## config.mk

```make
export PLATFORM = sky130hd
export DESIGN_NAME = hpc_top
export DESIGN_NICKNAME = d
export VERILOG_FILES = /design/src/design/hpc_sync.v /design/src/design/hpc_top.v
export VERILOG_INCLUDE_DIRS = /design/src /design/src/design
export SDC_FILE = /design/constraint.sdc
export NUM_CORES = 1
export LEC_CHECK = 0
export BUFFER_PORTS_ARGS = -buffer_cell sky130_fd_sc_hd__buf_2
export CELL_PAD_IN_SITES_DETAIL_PLACEMENT = 1
export CELL_PAD_IN_SITES_GLOBAL_PLACEMENT = 1
export CORE_UTILIZATION = 35
export DETAILED_ROUTE_END_ITERATION = 8
export PLACE_DENSITY = 0.92
export SLEW_MARGIN = 5
export SYNTH_ARGS = -nofsm -noshare
export SYNTH_HDL_FRONTEND = slang
export SYNTH_SLANG_ARGS = --single-unit
export TNS_END_PERCENT = 1
```

## constraint.sdc

```tcl
create_clock -name clk -period 4.5 [get_ports clk]
set_clock_uncertainty 0.1 [all_clocks]
set_input_delay 0.45 -clock clk [delete_from_list [all_inputs] [get_ports clk]]
set_output_delay 0.45 -clock clk [all_outputs]
set_load 0.02 [all_outputs]
```

## src/design/hpc_defines.vh

```
// constants for the host port pin control block
`ifndef HPC_DEFINES_VH
`define HPC_DEFINES_VH
// address map on the 7-bit word address (A[7:1])
`define HPC_ADDR_W 7
`define HPC_DATA_W 16
// word addresses below this go to the fifos, at or above to the csr space
`define HPC_CSR_BASE 7'h28
// within the fifo window, A[2] picks tx (1) or rx (0)
`define HPC_FIFO_DIR_BIT 1
// pin function select for the eeprom pins
`define HPC_PF_EEPROM 2'h0
`define HPC_PF_GPO 2'h1
`define HPC_PF_MON_A 2'h2
`define HPC_PF_MON_B 2'h3
// irq drive type
`define HPC_IRQ_PUSH_PULL 1'b0
`define HPC_IRQ_OPEN_DRAIN 1'b1
// strap defaults: speed 1 = 100 Mb/s, duplex 0 = half
`define HPC_SPEED_10 1'b0
`define HPC_SPEED_100 1'b1
`define HPC_DUPLEX_HALF 1'b0
`endif

```

## src/design/hpc_sync.v

```verilog
// two-flop synchroniser for a bundle of asynchronous pins
`timescale 1ns/1ps
module hpc_sync #(
	parameter WIDTH = 3,
	parameter [WIDTH-1:0] INIT = {WIDTH{1'b1}}
) (
	input wire clk,
	input wire reset_n,
	input wire [WIDTH-1:0] async_in,
	output reg [WIDTH-1:0] sync_out
);
	reg [WIDTH-1:0] meta_r;
	// first stage is read only by the second stage
	always @(posedge clk or negedge reset_n) begin
		if (!reset_n) begin
			meta_r <= INIT;
			sync_out <= INIT;
		end else begin
			meta_r <= async_in;
			sync_out <= meta_r;
		end
	end
endmodule // hpc_sync

```

## src/design/hpc_top.v

```verilog
// host port pin control: strobe decode, irq pin, straps, crossover, eeprom pin mux
`timescale 1ns/1ps
`include "hpc_defines.vh"
// Notes on behaviour
// decode 7-bit word address into csr or fifos
// drive data bus only during qualified reads
// capture data bus on qualified write
// strobes ignored without chip select
// wake only on write with chip select
// irq polarity, source and drive programmable
// fifo select forces fifo access, ignores A[7:3]
// strap 0 gives 10M half, no autoneg
// strap 1 gives 100M half, autoneg on
// swap pairs on auto or manual reversal
// eeprom data pin: eeprom, general_output_three or tx monitor
// eeprom clock pin: eeprom, general_output_four or rx monitor
// eeprom select off when pins repurposed
// repurposed pins are output only
// speed strap sampled once at reset release
// host reads once before writing
// strobes synchronised, one access per strobe
module hpc_top #(
	parameter ADDR_W = `HPC_ADDR_W,
	parameter DATA_W = `HPC_DATA_W
) (
	input wire clk,
	input wire reset_n,
	input wire [ADDR_W-1:0] host_addr,
	input wire [DATA_W-1:0] host_data_in,
	output reg [DATA_W-1:0] host_data_out,
	output reg host_data_oe,
	input wire read_strobe_n,
	input wire write_strobe_n,
	input wire chip_select_n,
	input wire fifo_select,
	output reg acc_rd_r,
	output reg acc_wr_r,
	output reg acc_csr_r,
	output reg acc_fifo_tx_r,
	output reg [ADDR_W-1:0] acc_addr_r,
	output reg [DATA_W-1:0] acc_wdata_r,
	input wire [DATA_W-1:0] acc_rdata,
	input wire low_power,
	output reg wake_r,
	input wire [7:0] irq_sources,
	input wire [7:0] irq_enable,
	input wire irq_active_high,
	input wire irq_open_drain,
	output reg irq_out,
	output reg irq_oe,
	input wire speed_strap,
	output reg link_speed_100_r,
	output reg link_full_duplex_r,
	output reg link_autoneg_r,
	input wire auto_crossover_en,
	input wire reversed_detected,
	input wire manual_reverse,
	output reg pairs_swapped_r,
	input wire [1:0] data_pin_func,
	input wire [1:0] clock_pin_func,
	input wire general_output_three,
	input wire general_output_four,
	input wire mii_tx_en,
	input wire mii_tx_clk,
	input wire mii_rx_dv,
	input wire mii_rx_clk,
	input wire ee_cs_req,
	input wire ee_clk_req,
	input wire ee_do_req,
	input wire ee_do_oe_req,
	input wire eeprom_serial_data_in,
	output reg eeprom_serial_data_out,
	output reg eeprom_serial_data_oe,
	output reg eeprom_serial_clock,
	output reg eeprom_select,
	output reg eeprom_data_in_r
);
	// ============================================================
	// strobe synchronisation
	wire [2:0] strb_s;
	reg rd_q_r;
	reg wr_q_r;
	reg strap_done_r;
	wire rd_q;
	wire wr_q;
	wire pins_repurposed;
	hpc_sync #(.WIDTH(3), .INIT(3'h7)) u_sync (
		.clk(clk),
		.reset_n(reset_n),
		.async_in({read_strobe_n, write_strobe_n, chip_select_n}),
		.sync_out(strb_s)
	);
	assign rd_q = ~strb_s[2] & ~strb_s[0];
	assign wr_q = ~strb_s[1] & ~strb_s[0];
	assign pins_repurposed = (data_pin_func != `HPC_PF_EEPROM) ||
		(clock_pin_func != `HPC_PF_EEPROM);

	// true when fifo select is low and the word address falls in the csr space
	function is_csr;
		input [ADDR_W-1:0] a;
		input fsel;
		begin
			is_csr = ~fsel & (a >= `HPC_CSR_BASE);
		end
	endfunction

	// ============================================================
	// access decode
	// address and data are sampled with the strobe edge; the host holds them
	// stable across the strobe so two cycles of skew are harmless
	always @(posedge clk or negedge reset_n) begin
		if (!reset_n) begin
			rd_q_r <= 1'b0;
			wr_q_r <= 1'b0;
			acc_rd_r <= 1'b0;
			acc_wr_r <= 1'b0;
			acc_csr_r <= 1'b0;
			acc_fifo_tx_r <= 1'b0;
			acc_addr_r <= {ADDR_W{1'b0}};
			acc_wdata_r <= {DATA_W{1'b0}};
			wake_r <= 1'b0;
		end else begin
			rd_q_r <= rd_q;
			wr_q_r <= wr_q;
			acc_rd_r <= rd_q & ~rd_q_r;
			acc_wr_r <= wr_q & ~wr_q_r;
			wake_r <= low_power & wr_q & ~wr_q_r;
			if ((rd_q & ~rd_q_r) | (wr_q & ~wr_q_r)) begin
				acc_csr_r <= is_csr(host_addr, fifo_select);
				acc_fifo_tx_r <= host_addr[`HPC_FIFO_DIR_BIT];
				acc_addr_r <= fifo_select ?
					{{(ADDR_W-2){1'b0}}, host_addr[1:0]} : host_addr;
			end
			if (wr_q & ~wr_q_r) begin
				acc_wdata_r <= host_data_in;
			end
		end
	end

	// ============================================================
	// read data drive
	always @(posedge clk or negedge reset_n) begin
		if (!reset_n) begin
			host_data_out <= {DATA_W{1'b0}};
			host_data_oe <= 1'b0;
		end else begin
			// the raw pins cut the drive one edge after release, so a write that
			// follows two cycles later never meets our driver on the bus
			host_data_oe <= rd_q & ~read_strobe_n & ~chip_select_n;
			if (rd_q) begin
				host_data_out <= acc_rdata;
			end
		end
	end

	// ============================================================
	// interrupt pin
	// open drain only pulls to the active level; it floats otherwise
	always @(posedge clk or negedge reset_n) begin
		if (!reset_n) begin
			irq_out <= 1'b0;
			irq_oe <= 1'b0;
		end else begin
			irq_out <= (|(irq_sources & irq_enable)) ~^ irq_active_high;
			if (irq_open_drain == `HPC_IRQ_OPEN_DRAIN) begin
				irq_oe <= |(irq_sources & irq_enable);
			end else begin
				irq_oe <= 1'b1;
			end
		end
	end

	// ============================================================
	// speed strap and link defaults
	always @(posedge clk or negedge reset_n) begin
		if (!reset_n) begin
			strap_done_r <= 1'b0;
			link_speed_100_r <= `HPC_SPEED_10;
			link_full_duplex_r <= `HPC_DUPLEX_HALF;
			link_autoneg_r <= 1'b0;
		end else if (!strap_done_r) begin
			// first edge after release catches the strap, then it is frozen
			strap_done_r <= 1'b1;
			link_speed_100_r <= speed_strap ? `HPC_SPEED_100 : `HPC_SPEED_10;
			link_full_duplex_r <= `HPC_DUPLEX_HALF;
			link_autoneg_r <= speed_strap;
		end
	end

	// ============================================================
	// crossover
	always @(posedge clk or negedge reset_n) begin
		if (!reset_n) begin
			pairs_swapped_r <= 1'b0;
		end else begin
			pairs_swapped_r <= manual_reverse | (auto_crossover_en & reversed_detected);
		end
	end

	// ============================================================
	// eeprom pin multiplexing
	// monitor paths add one register stage, so mii clocks appear delayed
	always @(posedge clk or negedge reset_n) begin
		if (!reset_n) begin
			eeprom_serial_data_out <= 1'b0;
			eeprom_serial_data_oe <= 1'b0;
			eeprom_serial_clock <= 1'b0;
			eeprom_select <= 1'b0;
			eeprom_data_in_r <= 1'b0;
		end else begin
			eeprom_select <= pins_repurposed ? 1'b0 : ee_cs_req;
			eeprom_data_in_r <= (data_pin_func == `HPC_PF_EEPROM) ?
				eeprom_serial_data_in : 1'b0;
			case (data_pin_func)
				`HPC_PF_EEPROM: begin
					eeprom_serial_data_out <= ee_do_req;
					eeprom_serial_data_oe <= ee_do_oe_req;
				end
				`HPC_PF_GPO: begin
					eeprom_serial_data_out <= general_output_three;
					eeprom_serial_data_oe <= 1'b1;
				end
				`HPC_PF_MON_A: begin
					eeprom_serial_data_out <= mii_tx_en;
					eeprom_serial_data_oe <= 1'b1;
				end
				default: begin
					eeprom_serial_data_out <= mii_tx_clk;
					eeprom_serial_data_oe <= 1'b1;
				end
			endcase
			case (clock_pin_func)
				`HPC_PF_EEPROM: eeprom_serial_clock <= ee_clk_req;
				`HPC_PF_GPO: eeprom_serial_clock <= general_output_four;
				`HPC_PF_MON_A: eeprom_serial_clock <= mii_rx_dv;
				default: eeprom_serial_clock <= mii_rx_clk;
			endcase
		end
	end
endmodule // hpc_top

```

After elaboration in Yosys (flattened, before gate mapping):

Index checks and enable logic that the tools add are counted.

* memories: 0
* register bits after elaboration: 64
* output and inout port bits: 56
* memory bits (read-only): 0
* bits in writable memories: 0
* bits of input ports: 83
* word-level logic and storage cells: 65
* latch bits: 0

* bitwise operators: 22
* reduce and logical (&&, ||, !) cells: 6
* order comparisons: 1
* muxes and demuxes: 8
* divide/modulo/power cells: 0
* shift operators: 0
* add/subtract/negate cells: 0
* $mul: 0
* eq/ne operators: 4

Operators with widths (number)
* bitwise AND 1 bit: 10
* bitwise AND 8 bit: 1
* inverter 1 bit: 8
* OR reduction 8 bit: 1
* greater-or-equal comparator 7 x 6 -> 1 bit, second input constant: 1
* 2-to-1 mux 7 bit: 1
* one-hot mux 1 bit (3 select lines): 2
* 2-to-1 mux 1 bit: 5
* == test 2 x 1 -> 1 bit, second input constant: 2
* == test 2 bit, second input constant: 2
* zero test 2 bit: 2
* nonzero test 2 bit: 2
* OR 1 bit: 2
* logical OR 1 bit: 1
* XNOR 1 bit: 1

Longest topological paths before layout:

Gate-level depths: netlist of the first run.

* depth in word-level cells: 4
* depth in mapped cells: 5
* mapped depth without buffers: 4

Modules after synthesis:

Synthesis of the first run repeated with hierarchy kept, for this count alone.

* cell total of the unflattened synthesis: 153
* area, all modules: 2357.3 um2

Modules (own cells, without submodules)
* hpc_top: cells an instance 147, area an instance 2199.6 um2, times used 1, sequential area each 1401.3 um2
* hpc_sync: cells an instance 6, area an instance 157.7 um2, times used 1, sequential area each 157.7 um2

Worst setup path before layout of the first run:

OpenSTA, ideal clock, no wires.

* kind: reg2reg
* start: register u_sync.sync_out[0]
* end: register acc_wdata_r[0]
* path slack: 2.952 ns
* data arrival time: 1.323 ns
* library setup time: 0.125 ns
* clock period less this slack: 1.548 ns
* cell stages (with the launch flop): 5
* path buffers: 2
* required time: 4.275 ns
* cell sequence: dfstp_2 -> buf_6 -> nor3_4 -> buf_12 -> mux2_4

* cells in the longest elaborated chain, start to end: 3

RTL lines
* from (decl): line hpc_sync.v:10 `output reg [WIDTH-1:0] sync_out`
* from (signal assigned): line hpc_sync.v:20 `sync_out <= meta_r;`
* inverter 1 bit: line hpc_top.v:94 `assign wr_q = ~strb_s[1] & ~strb_s[0];`
* bitwise AND 1 bit: line hpc_top.v:94
* bitwise AND 1 bit: line hpc_top.v:134 `if (wr_q & ~wr_q_r) begin`
* to (signal assigned): line hpc_top.v:120 `acc_wdata_r <= {DATA_W{1'b0}};`
* to (signal assigned): line hpc_top.v:135 `acc_wdata_r <= host_data_in;`
* to (decl): line hpc_top.v:41 `output reg [DATA_W-1:0] acc_wdata_r,`

Every way passes these cells.
A chain may end at the register's enable or synchronous reset.

Worst setup path after layout of the first run:

* start: register u_sync.sync_out[0]
* end: register acc_wdata_r[6]

The elaborated chain is that of the path after synthesis.

==> metrics, run 1 <==
largest net degree at the start of global routing 63; DIE HEIGHT 84.07 um; min Tclk post-route 1.850 ns; ANT cells 0; post-CTS sizing 0; IO buf count 137; clk slew on worst S/H paths 0.07 ns; DR pass1 iterations 8; fmax 540.6 MHz; nets@finish 377; cells on worst reg2reg path 2; Final Slew Violations 0; share of cells above drive strength 1 66.22%; DRC violations left 18; clock sinks 62; post-synth top area share 59.45%; Tcrit/Tclk final 41.11%; Internal Power 1.038 mW; P_sw 0.3987 mW; Pwr Density 438.8 mW/mm^2; vias 1,752; r2r endpoint acc_wdata_r[6]; Peak VDD IR 226.1 uV; Worst setup endpoint acc_wdata_r[6]; die width 84.07 um; slack of the worst reg-to-reg path 2.65 ns; Worst Setup SP u_sync.sync_out[0]; post-detail-place hpwl 4.121 mm; vias in the first global route 1,897; grt ovf 0; Final setup violation count 0; Post-synth ARST share 100.0%; Crit Path Class register to register; FF+latch count, synth 62; number of setup buffers added after CTS 0; Flop pwr share 45.9%; WHS 0.1303 ns; CP arrival 1.95 ns; GRT Total Usage 16.14%; most frequent cell after synthesis dfrtp_1; Post-Syn Area 0.002357 sq mm; min-delay worst type primary input to register; EDFF count, synth 0; Die ar. 0.007067 sq mm; CTS tree yes; Max clock buf depth 2; Leakage Power 1.690 nW; Syn Nets 236; DR vias/cell 4.660; FP Rows 29; power share of the clock group 33.8%; Synth top cells by count dfrtp_1 (56), mux2_2 (25), nand2_1 (18); MaxCap Viol Count 0; failing checks design-rule violations; Worst-Margin Slew 0.9534 ns; core area 0.006422 sq mm; status finished, violations left; Fin Setup TNS 0 ns; Ports 139; Synth area leaders dfrtp_1 (59%), mux2_2 (12%), dfstp_2 (6.7%); M3 GR Usage 5.737%; clock root buffer master clkbuf_8; Syn Area/Cell 15.41 sq um; gpl congestion 0.7624; filler instances 710; Crit Reg-Reg Startpoint u_sync.sync_out[0]; Comb pwr share 20.3%; area leader, netlist dfrtp_1; Setup crit start kind register; final core utilization 50.98%; Sw Ratio 27.75%; grt met1 use 18.42%; Yosys warnings 0; starting density of the core 36.70%; Pwr Total 1.437 mW; drt total wl 5.418 mm; WL/cell 14.41 um; crit-path max FO 18; H-tree levels 3; GRT met2 Usage 26.90%; Hold Buf Count CTS 0; RSZ-0062 raised after global routing false; CP Data Required Time 4.60 ns; Worst setup EP type register; Post-DRT Antenna Nets 0; Distinct cells, synth 32; 1st-iter DRT viols 84; Synth Flop Type dfrtp_1; cells after synthesis 153; Rel. slew slack 36.23%; Inserted Clock Buffers 9; GRT busiest layer met2; Fin. Hold Viols 0; global-route wire length before repair 8.680 mm; clock latency on the worst-skew pair 0.32 ns; Layout Area Growth over Synthesis 38.91%; initial antenna violation count 0; post-synthesis sequential area ratio 66.14%
-- cells by family after synthesis --
logic type             after synthesis  share of synthesized area [%]
other                                2                         0.3186
flip-flops                          62                          66.14
buffers and inverters                8                          3.079
multiplexers                        35                          18.95
AO/OA/AOI/OAI                        8                          2.601
XOR/XNOR                             1                         0.3716
AND/OR/NAND/NOR                     37                          8.547
-- layout make-up --
type	count	area, sq um	area share (%)
sequential	62	1559	47.61
multi-input combinational	83	725.7	22.16
timing repair buffer	138	693.2	21.17
clock buffer	12	155.1	4.738
tap	77	96.34	2.942
clock inverter	4	45.04	1.376
-- flip-flops by register name, indices dropped and copies added, names as in the netlist --
signal and count:
host_data_out 16, eeprom_data_in_r 1, strap_done_r 1, acc_addr_r 7
acc_wdata_r 16, acc_csr_r 1, acc_wr_r 1, acc_rd_r 1
host_data_oe 1, eeprom_serial_clock 1, eeprom_serial_data_oe 1, link_speed_100_r 1
irq_oe 1, eeprom_serial_data_out 1, u_sync.meta_r 3, rd_q_r 1
wake_r 1, u_sync.sync_out 3, irq_out 1, eeprom_select 1
wr_q_r 1, pairs_swapped_r 1
-- power groups by stage --
| stage | registers (mW) | clock network (mW) | logic, mW |
|---|---|---|---|
| final | 0.660 | 0.485 | 0.291 |
| after global routing | 0.669 | 0.525 | 0.313 |
| after CTS | 0.662 | 0.503 | 0.297 |
| after detailed placement | 0.670 | 0 | 0.297 |
| after global placement | 0.667 | 0 | 0.286 |
| after floorplan | 0.747 | 0 | 0.0914 |
-- how the worst min path moves through the flow --
stage	start	endpoint	depth (start not counted)
2_1_floorplan	reset_n	acc_addr_r[0]	0
3_3_place_gp	u_sync.meta_r[0]	u_sync.sync_out[0]	0
3_5_place_dp	u_sync.meta_r[0]	u_sync.sync_out[0]	0
4_1_cts	write_strobe_n	u_sync.meta_r[1]	1
5_1_grt	write_strobe_n	u_sync.meta_r[1]	1
6_report	write_strobe_n	u_sync.meta_r[1]	1
-- worst max-delay path, cell delays in order (launching register included) --
cell and delay (ns):
dfstp_2 0.41, nor3_4 0.80, mux2_2 0.42
-- metal layers --
layer	wire length, um	up-vias
li1	-	805
met1	2174	844
met2	2668	95
met4	71	0
met5	0	-
met3	504	8
-- metrics by stage --
step	cells	worst slack (ns)	cell area [sq um]
after floorplan	153	2.952	2357
after global placement	360	2.658	3074
after detailed placement	360	2.607	3074
after CTS	376	2.593	3274
after global routing	376	2.539	3274
final	376	2.650	3274
-- cell usage in the layout (no fill, tap or decap) --
cell type	synthesis	routed
nand2b_1	1	1
a22o_1	1	1
nor3_1	1	1
mux4_2	2	2
and3_1	1	1
bufinv_16	0	1
nor2_1	2	2
nor4_1	2	2
dfstp_2	6	6
and2b_2	1	1
and2_2	1	1
xor2_1	1	1
conb_1	2	2
or3_1	1	1
clkbuf_1	2	1
and2_1	1	1
o31ai_1	1	1
mux2_4	8	8
o21a_1	1	1
clkbuf_8	0	11
a221oi_1	1	1
o22ai_1	1	1
a21o_1	1	1
buf_2	0	137
mux2_2	25	25
nand3b_1	5	5
nor3b_1	1	1
clkinv_2	0	3
nand2_1	18	18
buf_4	3	1
a22oi_1	2	2
nor2_2	1	1
dfrtp_1	56	56
nor3_4	1	1
Note: power is estimated with default switching activity, not from simulation.
==> inputs of run 2 (changes only) <==
--- a/config.mk
+++ b/config.mk
@@ -9,9 +9,9 @@
 export BUFFER_PORTS_ARGS = -buffer_cell sky130_fd_sc_hd__buf_2
 export CELL_PAD_IN_SITES_DETAIL_PLACEMENT = 1
 export CELL_PAD_IN_SITES_GLOBAL_PLACEMENT = 1
-export CORE_UTILIZATION = 35
+export CORE_UTILIZATION = 29
 export DETAILED_ROUTE_END_ITERATION = 8
-export PLACE_DENSITY = 0.92
+export PLACE_DENSITY = 0.82
 export SLEW_MARGIN = 5
 export SYNTH_ARGS = -nofsm -noshare
 export SYNTH_HDL_FRONTEND = slang
==> constraint.sdc (replaced) <==
create_clock -name clk -period 1.6 [get_ports clk]
set_clock_uncertainty 0.1 [all_clocks]
set_input_delay 0.16 -clock clk [delete_from_list [all_inputs] [get_ports clk]]
set_output_delay 0.16 -clock clk [all_outputs]
set_load 0.02 [all_outputs]
==> run 2 against run 1 <==
Compared with the run above: the run now ends clean; via count is 14% higher; largest cell class unchanged; sequential power increased to 2.8 times the previous value; largest power group unchanged; worst setup slack got worse by 2.6 ns; clock power grew to 3.1 times the previous value; combinational power grew to 3.3 times the previous value; global-route usage up 0.57 points; critical path depth increased by 2.
==> metrics, run 2 (synthesis results as in run 1) <==
status completed; 1st-iter DRT viols 28; FP Rows 32; RSZ-0062 raised after global routing false; WL/cell 14.64 um; IO buf count 137; global-route wire length before repair 10.67 mm; share of cells above drive strength 1 56.18%; crit-path max FO 1; Worst setup EP type register; final worst slack 0.02406 ns; cell repeated most along the worst path dlygate4sd3_1; DRC violations left 0; Final setup violation count 0; Cell Area, Placed 0.003141 sq mm; filler instances 829; slack of the worst reg-to-reg path 0.08 ns; clock sinks 62; grt ovf 0; GRT busiest layer met2; non-filler cells in the finished layout 458; CP arrival 1.68 ns; grt met1 use 17.07%; Largest regs acc_wdata_r: 16 flops, host_data_out: 16 flops, acc_addr_r: 7 flops; Max clock buf depth 2; Critical-path top delay cell dlygate4sd3_1; Final Slew Violations 0; Setup WS pre-CTS -0.09623 ns; Hold Crit Endpoint acc_addr_r[6]; GRT met2 Usage 31.90%; core area 0.007807 sq mm; Tcrit/Tclk final 98.50%; Crit Reg-Reg Startpoint u_sync.sync_out[0]; DR pass1 iterations 4; CP Data Required Time 1.70 ns; CTS tree yes; Buf/Inv on CP 3; Crit Path Class primary input to register; Setup crit start kind primary input; vias 1,994; nets@finish 434; die width 92.16 um; H-tree levels 3; most frequent cells in the layout buf_2 (137), dfrtp_1 (56), dlygate4sd3_1 (54), mux2_2 (25), nand2_1 (18); min Tclk post-route 1.576 ns; placed insts 388; MaxCap Viol Count 0; Ports 139; vias in the first global route 2,307; leading cell type in the layout, fill and taps excluded buf_2; GRT Total Usage 16.71%; r2r endpoint acc_wdata_r[9]; slowest stage delay, CP 0.56 ns; Fin. Hold Viols 0; critical path cell sequence dlygate4sd3_1, buf_2, or3_1, dlygate4sd3_1; number of setup buffers added after CTS 0; clock root buffer master clkbuf_8; Leakage Power 1.940 nW; fmax 634.5 MHz; critical path depth 4; cells on worst reg2reg path 4; Fin Setup TNS 0 ns; CP delay by family, top buffers and inverters; Pwr Total 4.300 mW; clock latency on the worst-skew pair 0.32 ns; Inserted Clock Buffers 9; DR vias/cell 4.354; gpl congestion 0.7402; Pwr Density 1102 mW/mm^2; post-detail-place hpwl 3.952 mm; Layout Area Growth over Synthesis 65.50%; Peak VDD IR 454.3 uV; M3 GR Usage 4.229%; Die ar. 0.008493 sq mm; drt total wl 6.705 mm; Final Instance Area 0.003901 sq mm; starting density of the core 30.19%; Post-DRT Antenna Nets 0; ANT cells 0; Worst Hold Depth 3; clk slew on worst S/H paths 0.07 ns; DIE HEIGHT 92.16 um; initial antenna violation count 0; min-delay worst type primary input to register; Hold Crit Start host_addr[6]; largest net degree at the start of global routing 63
## run 2: how the worst max path moves through the flow
stage                            start               endpoint
finish                    ee_do_oe_req  eeprom_serial_data_oe
global route        u_sync.sync_out[0]         acc_wdata_r[9]
CTS                 u_sync.sync_out[0]         acc_wdata_r[7]
detailed placement  u_sync.sync_out[0]       host_data_out[5]
global placement    u_sync.sync_out[0]       host_data_out[6]
floorplan           u_sync.sync_out[0]         acc_wdata_r[0]
## run 2: final cells by class
cell class	instances	area (sq um)	share of cell area (%)
timing repair buffer	195	1269	32.52
clock inverter	4	70.07	1.796
multi-input combinational	83	730.7	18.73
clock buffer	12	145.1	3.720
sequential	62	1559	39.96
tap	102	127.6	3.271
## run 2: timing repair
action                                  in CTS  in global routing
resized for setup                            1                  0
hold buffers                                54                  0
endpoints found under the hold margin      107                  0
endpoints found under the setup margin      16                  0
## run 2: report_power, final
group          total (mW)  internal, mW  switching (mW)
Clock                1.49         0.917           0.577
Sequential           1.86          1.76          0.0977
Combinational       0.948         0.455           0.493
Total                4.30          3.13            1.17
## run 2: worst register-to-register path, stage by stage (launching register included)
cell,delay (ns)
dfstp_2,0.39
buf_4,0.16
nor3_4,0.20
buf_4,0.21
mux2_2,0.35
## run 2: through the flow
step                      utilization (%)  hold slack [ns]
final                               49.97          0.01887
after global routing                49.97          0.01193
after CTS                           49.97        0.0005189
after detailed placement            40.22           0.1062
after global placement              40.22          0.09395
after floorplan                         -          -0.2356
## run 2: per-layer routing
metal,vias up,wire (um)
met5,-,0
met4,0,71
met3,5,431
met2,107,3634
met1,960,2568
li1,922,-
==> inputs of run 3 (changes only) <==
--- a/config.mk
+++ b/config.mk
@@ -6,7 +6,7 @@
 export SDC_FILE = /design/constraint.sdc
 export NUM_CORES = 1
 export LEC_CHECK = 0
-export BUFFER_PORTS_ARGS = -buffer_cell sky130_fd_sc_hd__buf_2
+export BUFFER_PORTS_ARGS = -buffer_cell sky130_fd_sc_hd__buf_4
 export CELL_PAD_IN_SITES_DETAIL_PLACEMENT = 1
 export CELL_PAD_IN_SITES_GLOBAL_PLACEMENT = 1
 export CORE_UTILIZATION = 29
==> run 3 against run 2 <==
Compared with the run above: power up 1.5%; register-to-register slack about the same; first-iteration DRC count rose by 68%; largest cell class is now non-clock buffers; global-route usage is 1.2 points higher; combinational power rose by 18%; non-clock buffer count is 3 higher; core utilization is 4.6 points higher; design area is 9.1% higher.
==> metrics, run 3 (synthesis results as in run 1) <==
die width 92.16 um; Hold Crit Endpoint eeprom_serial_data_out; WL/cell 15.43 um; P_sw 1.190 mW; clk slew on worst S/H paths 0.07 ns; Hold Crit Start mii_tx_clk; starting density of the core 30.19%; r2r endpoint acc_wdata_r[2]; Post-DRT Antenna Nets 0; most frequent cells in the layout buf_4 (141), dfrtp_1 (56), dlygate4sd3_1 (56), mux2_2 (25), nand2_1 (18); share of cells above drive strength 1 56.27%; critical path cell sequence buf_4, nor3_4, buf_4, mux2_4; Crit Path Class register to register; gpl congestion 0.7299; Max clock buf depth 2; clock sinks 62; Leakage Power 2.063 nW; Internal Power 3.176 mW; nets@finish 437; DIE HEIGHT 92.16 um; WHS 0.05058 ns; core area 0.007807 sq mm; MaxCap Viol Count 0; IO buf count 137; Fin. Hold Viols 0; Final setup violation count 0; vias in the first global route 2,363; Final Instance Area 0.004257 sq mm; Peak VDD IR 562.4 uV; Tcrit/Tclk final 94.71%; Setup crit start kind register; 1st-iter DRT viols 47; Worst setup EP type register; post-detail-place hpwl 4.262 mm; Inserted Clock Buffers 9; H-tree levels 3; Final Slew Violations 0; slowest stage delay, CP 0.39 ns; min-delay worst type primary input to register; CP arrival 1.63 ns; Critical-path top delay cell dfstp_2; global-route wire length before repair 11.36 mm; Pwr Total 4.366 mW; Cell Area, Placed 0.003491 sq mm; clock latency on the worst-skew pair 0.33 ns; GRT Total Usage 17.89%; Comb pwr share 25.7%; DRC violations left 0; CTS tree yes; slack of the worst reg-to-reg path 0.08 ns; ANT cells 0; Crit Reg-Reg Startpoint u_sync.sync_out[0]; DR vias/cell 4.360; Ports 139; Sw Ratio 27.25%; Flop pwr share 42.9%; cells on worst reg2reg path 4; DR pass1 iterations 4; drt total wl 7.111 mm; FP Rows 32; vias 2,010; min Tclk post-route 1.515 ns; fmax 659.9 MHz; power share of the clock group 31.5%; RSZ-0062 raised after global routing false; Worst Hold Depth 2; initial antenna violation count 0; Largest regs acc_wdata_r: 16 flops, host_data_out: 16 flops, acc_addr_r: 7 flops; Layout Area Growth over Synthesis 80.57%; grt ovf 0; crit-path max FO 10; leading cell type in the layout, fill and taps excluded buf_4; Die ar. 0.008493 sq mm; largest net degree at the start of global routing 36; cell repeated most along the worst path buf_4; clock root buffer master clkbuf_8; Pwr Density 1026 mW/mm^2; status completed; Fin Setup TNS 0 ns; CP Data Required Time 1.71 ns; number of setup buffers added after CTS 0
[run 3: per-stage QoR]
step	setup slack, ns	utilization, %	instances
floorplan	0.05232	-	153
global placement	-0.05866	44.71	389
detailed placement	-0.08085	44.71	389
CTS	0.05966	54.52	461
global route	0.02700	54.52	461
finish	0.08465	54.52	461
[run 3: power groups by stage]
stage          sequential [mW]  clock [mW]  combinational (mW)
2_1_floorplan             2.10           0               0.257
3_3_place_gp              1.88           0               0.980
3_5_place_dp              1.89           0                1.00
4_1_cts                   1.87        1.43                1.11
5_1_grt                   1.90        1.49                1.19
6_report                  1.87        1.37                1.12
[run 3: layer usage]
layer | part of all wire (%) | GRT usage [%]
met3 | 9.6 | 7.794
met4 | 2.1 | 6.641
met1 | 35 | 17.61
met5 | 0 | 0
met2 | 53 | 32.90
[run 3: how the worst max path moves through the flow]
stage                        from                 to  cells past startpoint  slack (ns)
6_report       u_sync.sync_out[0]     acc_wdata_r[2]                      4        0.08
5_1_grt        u_sync.sync_out[2]          acc_csr_r                      4        0.03
4_1_cts        u_sync.sync_out[0]     acc_wdata_r[2]                      4        0.06
3_5_place_dp   u_sync.sync_out[0]   host_data_out[5]                      2       -0.08
3_3_place_gp   u_sync.sync_out[0]  host_data_out[12]                      2       -0.06
2_1_floorplan  u_sync.sync_out[0]     acc_wdata_r[0]                      4        0.05
[run 3: worst max-delay path, delay by kind of cell (launching register included)]
kind | cells | cell delay [ns]
buffers and inverters | 2 | 0.39
multiplexers | 1 | 0.32
AND/OR/NAND/NOR | 1 | 0.20
flip-flops | 1 | 0.39
[run 3: final cells by class]
class | count | area, sq um
clock inverters | 4 | 45.04
flip-flops and latches | 62 | 1559
multi-input cells | 83 | 730.7
well taps | 102 | 127.6
fillers | 789 | 3551
clock buffers | 12 | 155.1
repair buffers | 198 | 1639
[run 3: what timing repair did]
item / in CTS / in global routing
setup endpoints to repair: 16 / 0
hold buffers: 56 / 0
gates resized for setup: 1 / 0
endpoints found under the hold margin: 94 / 0
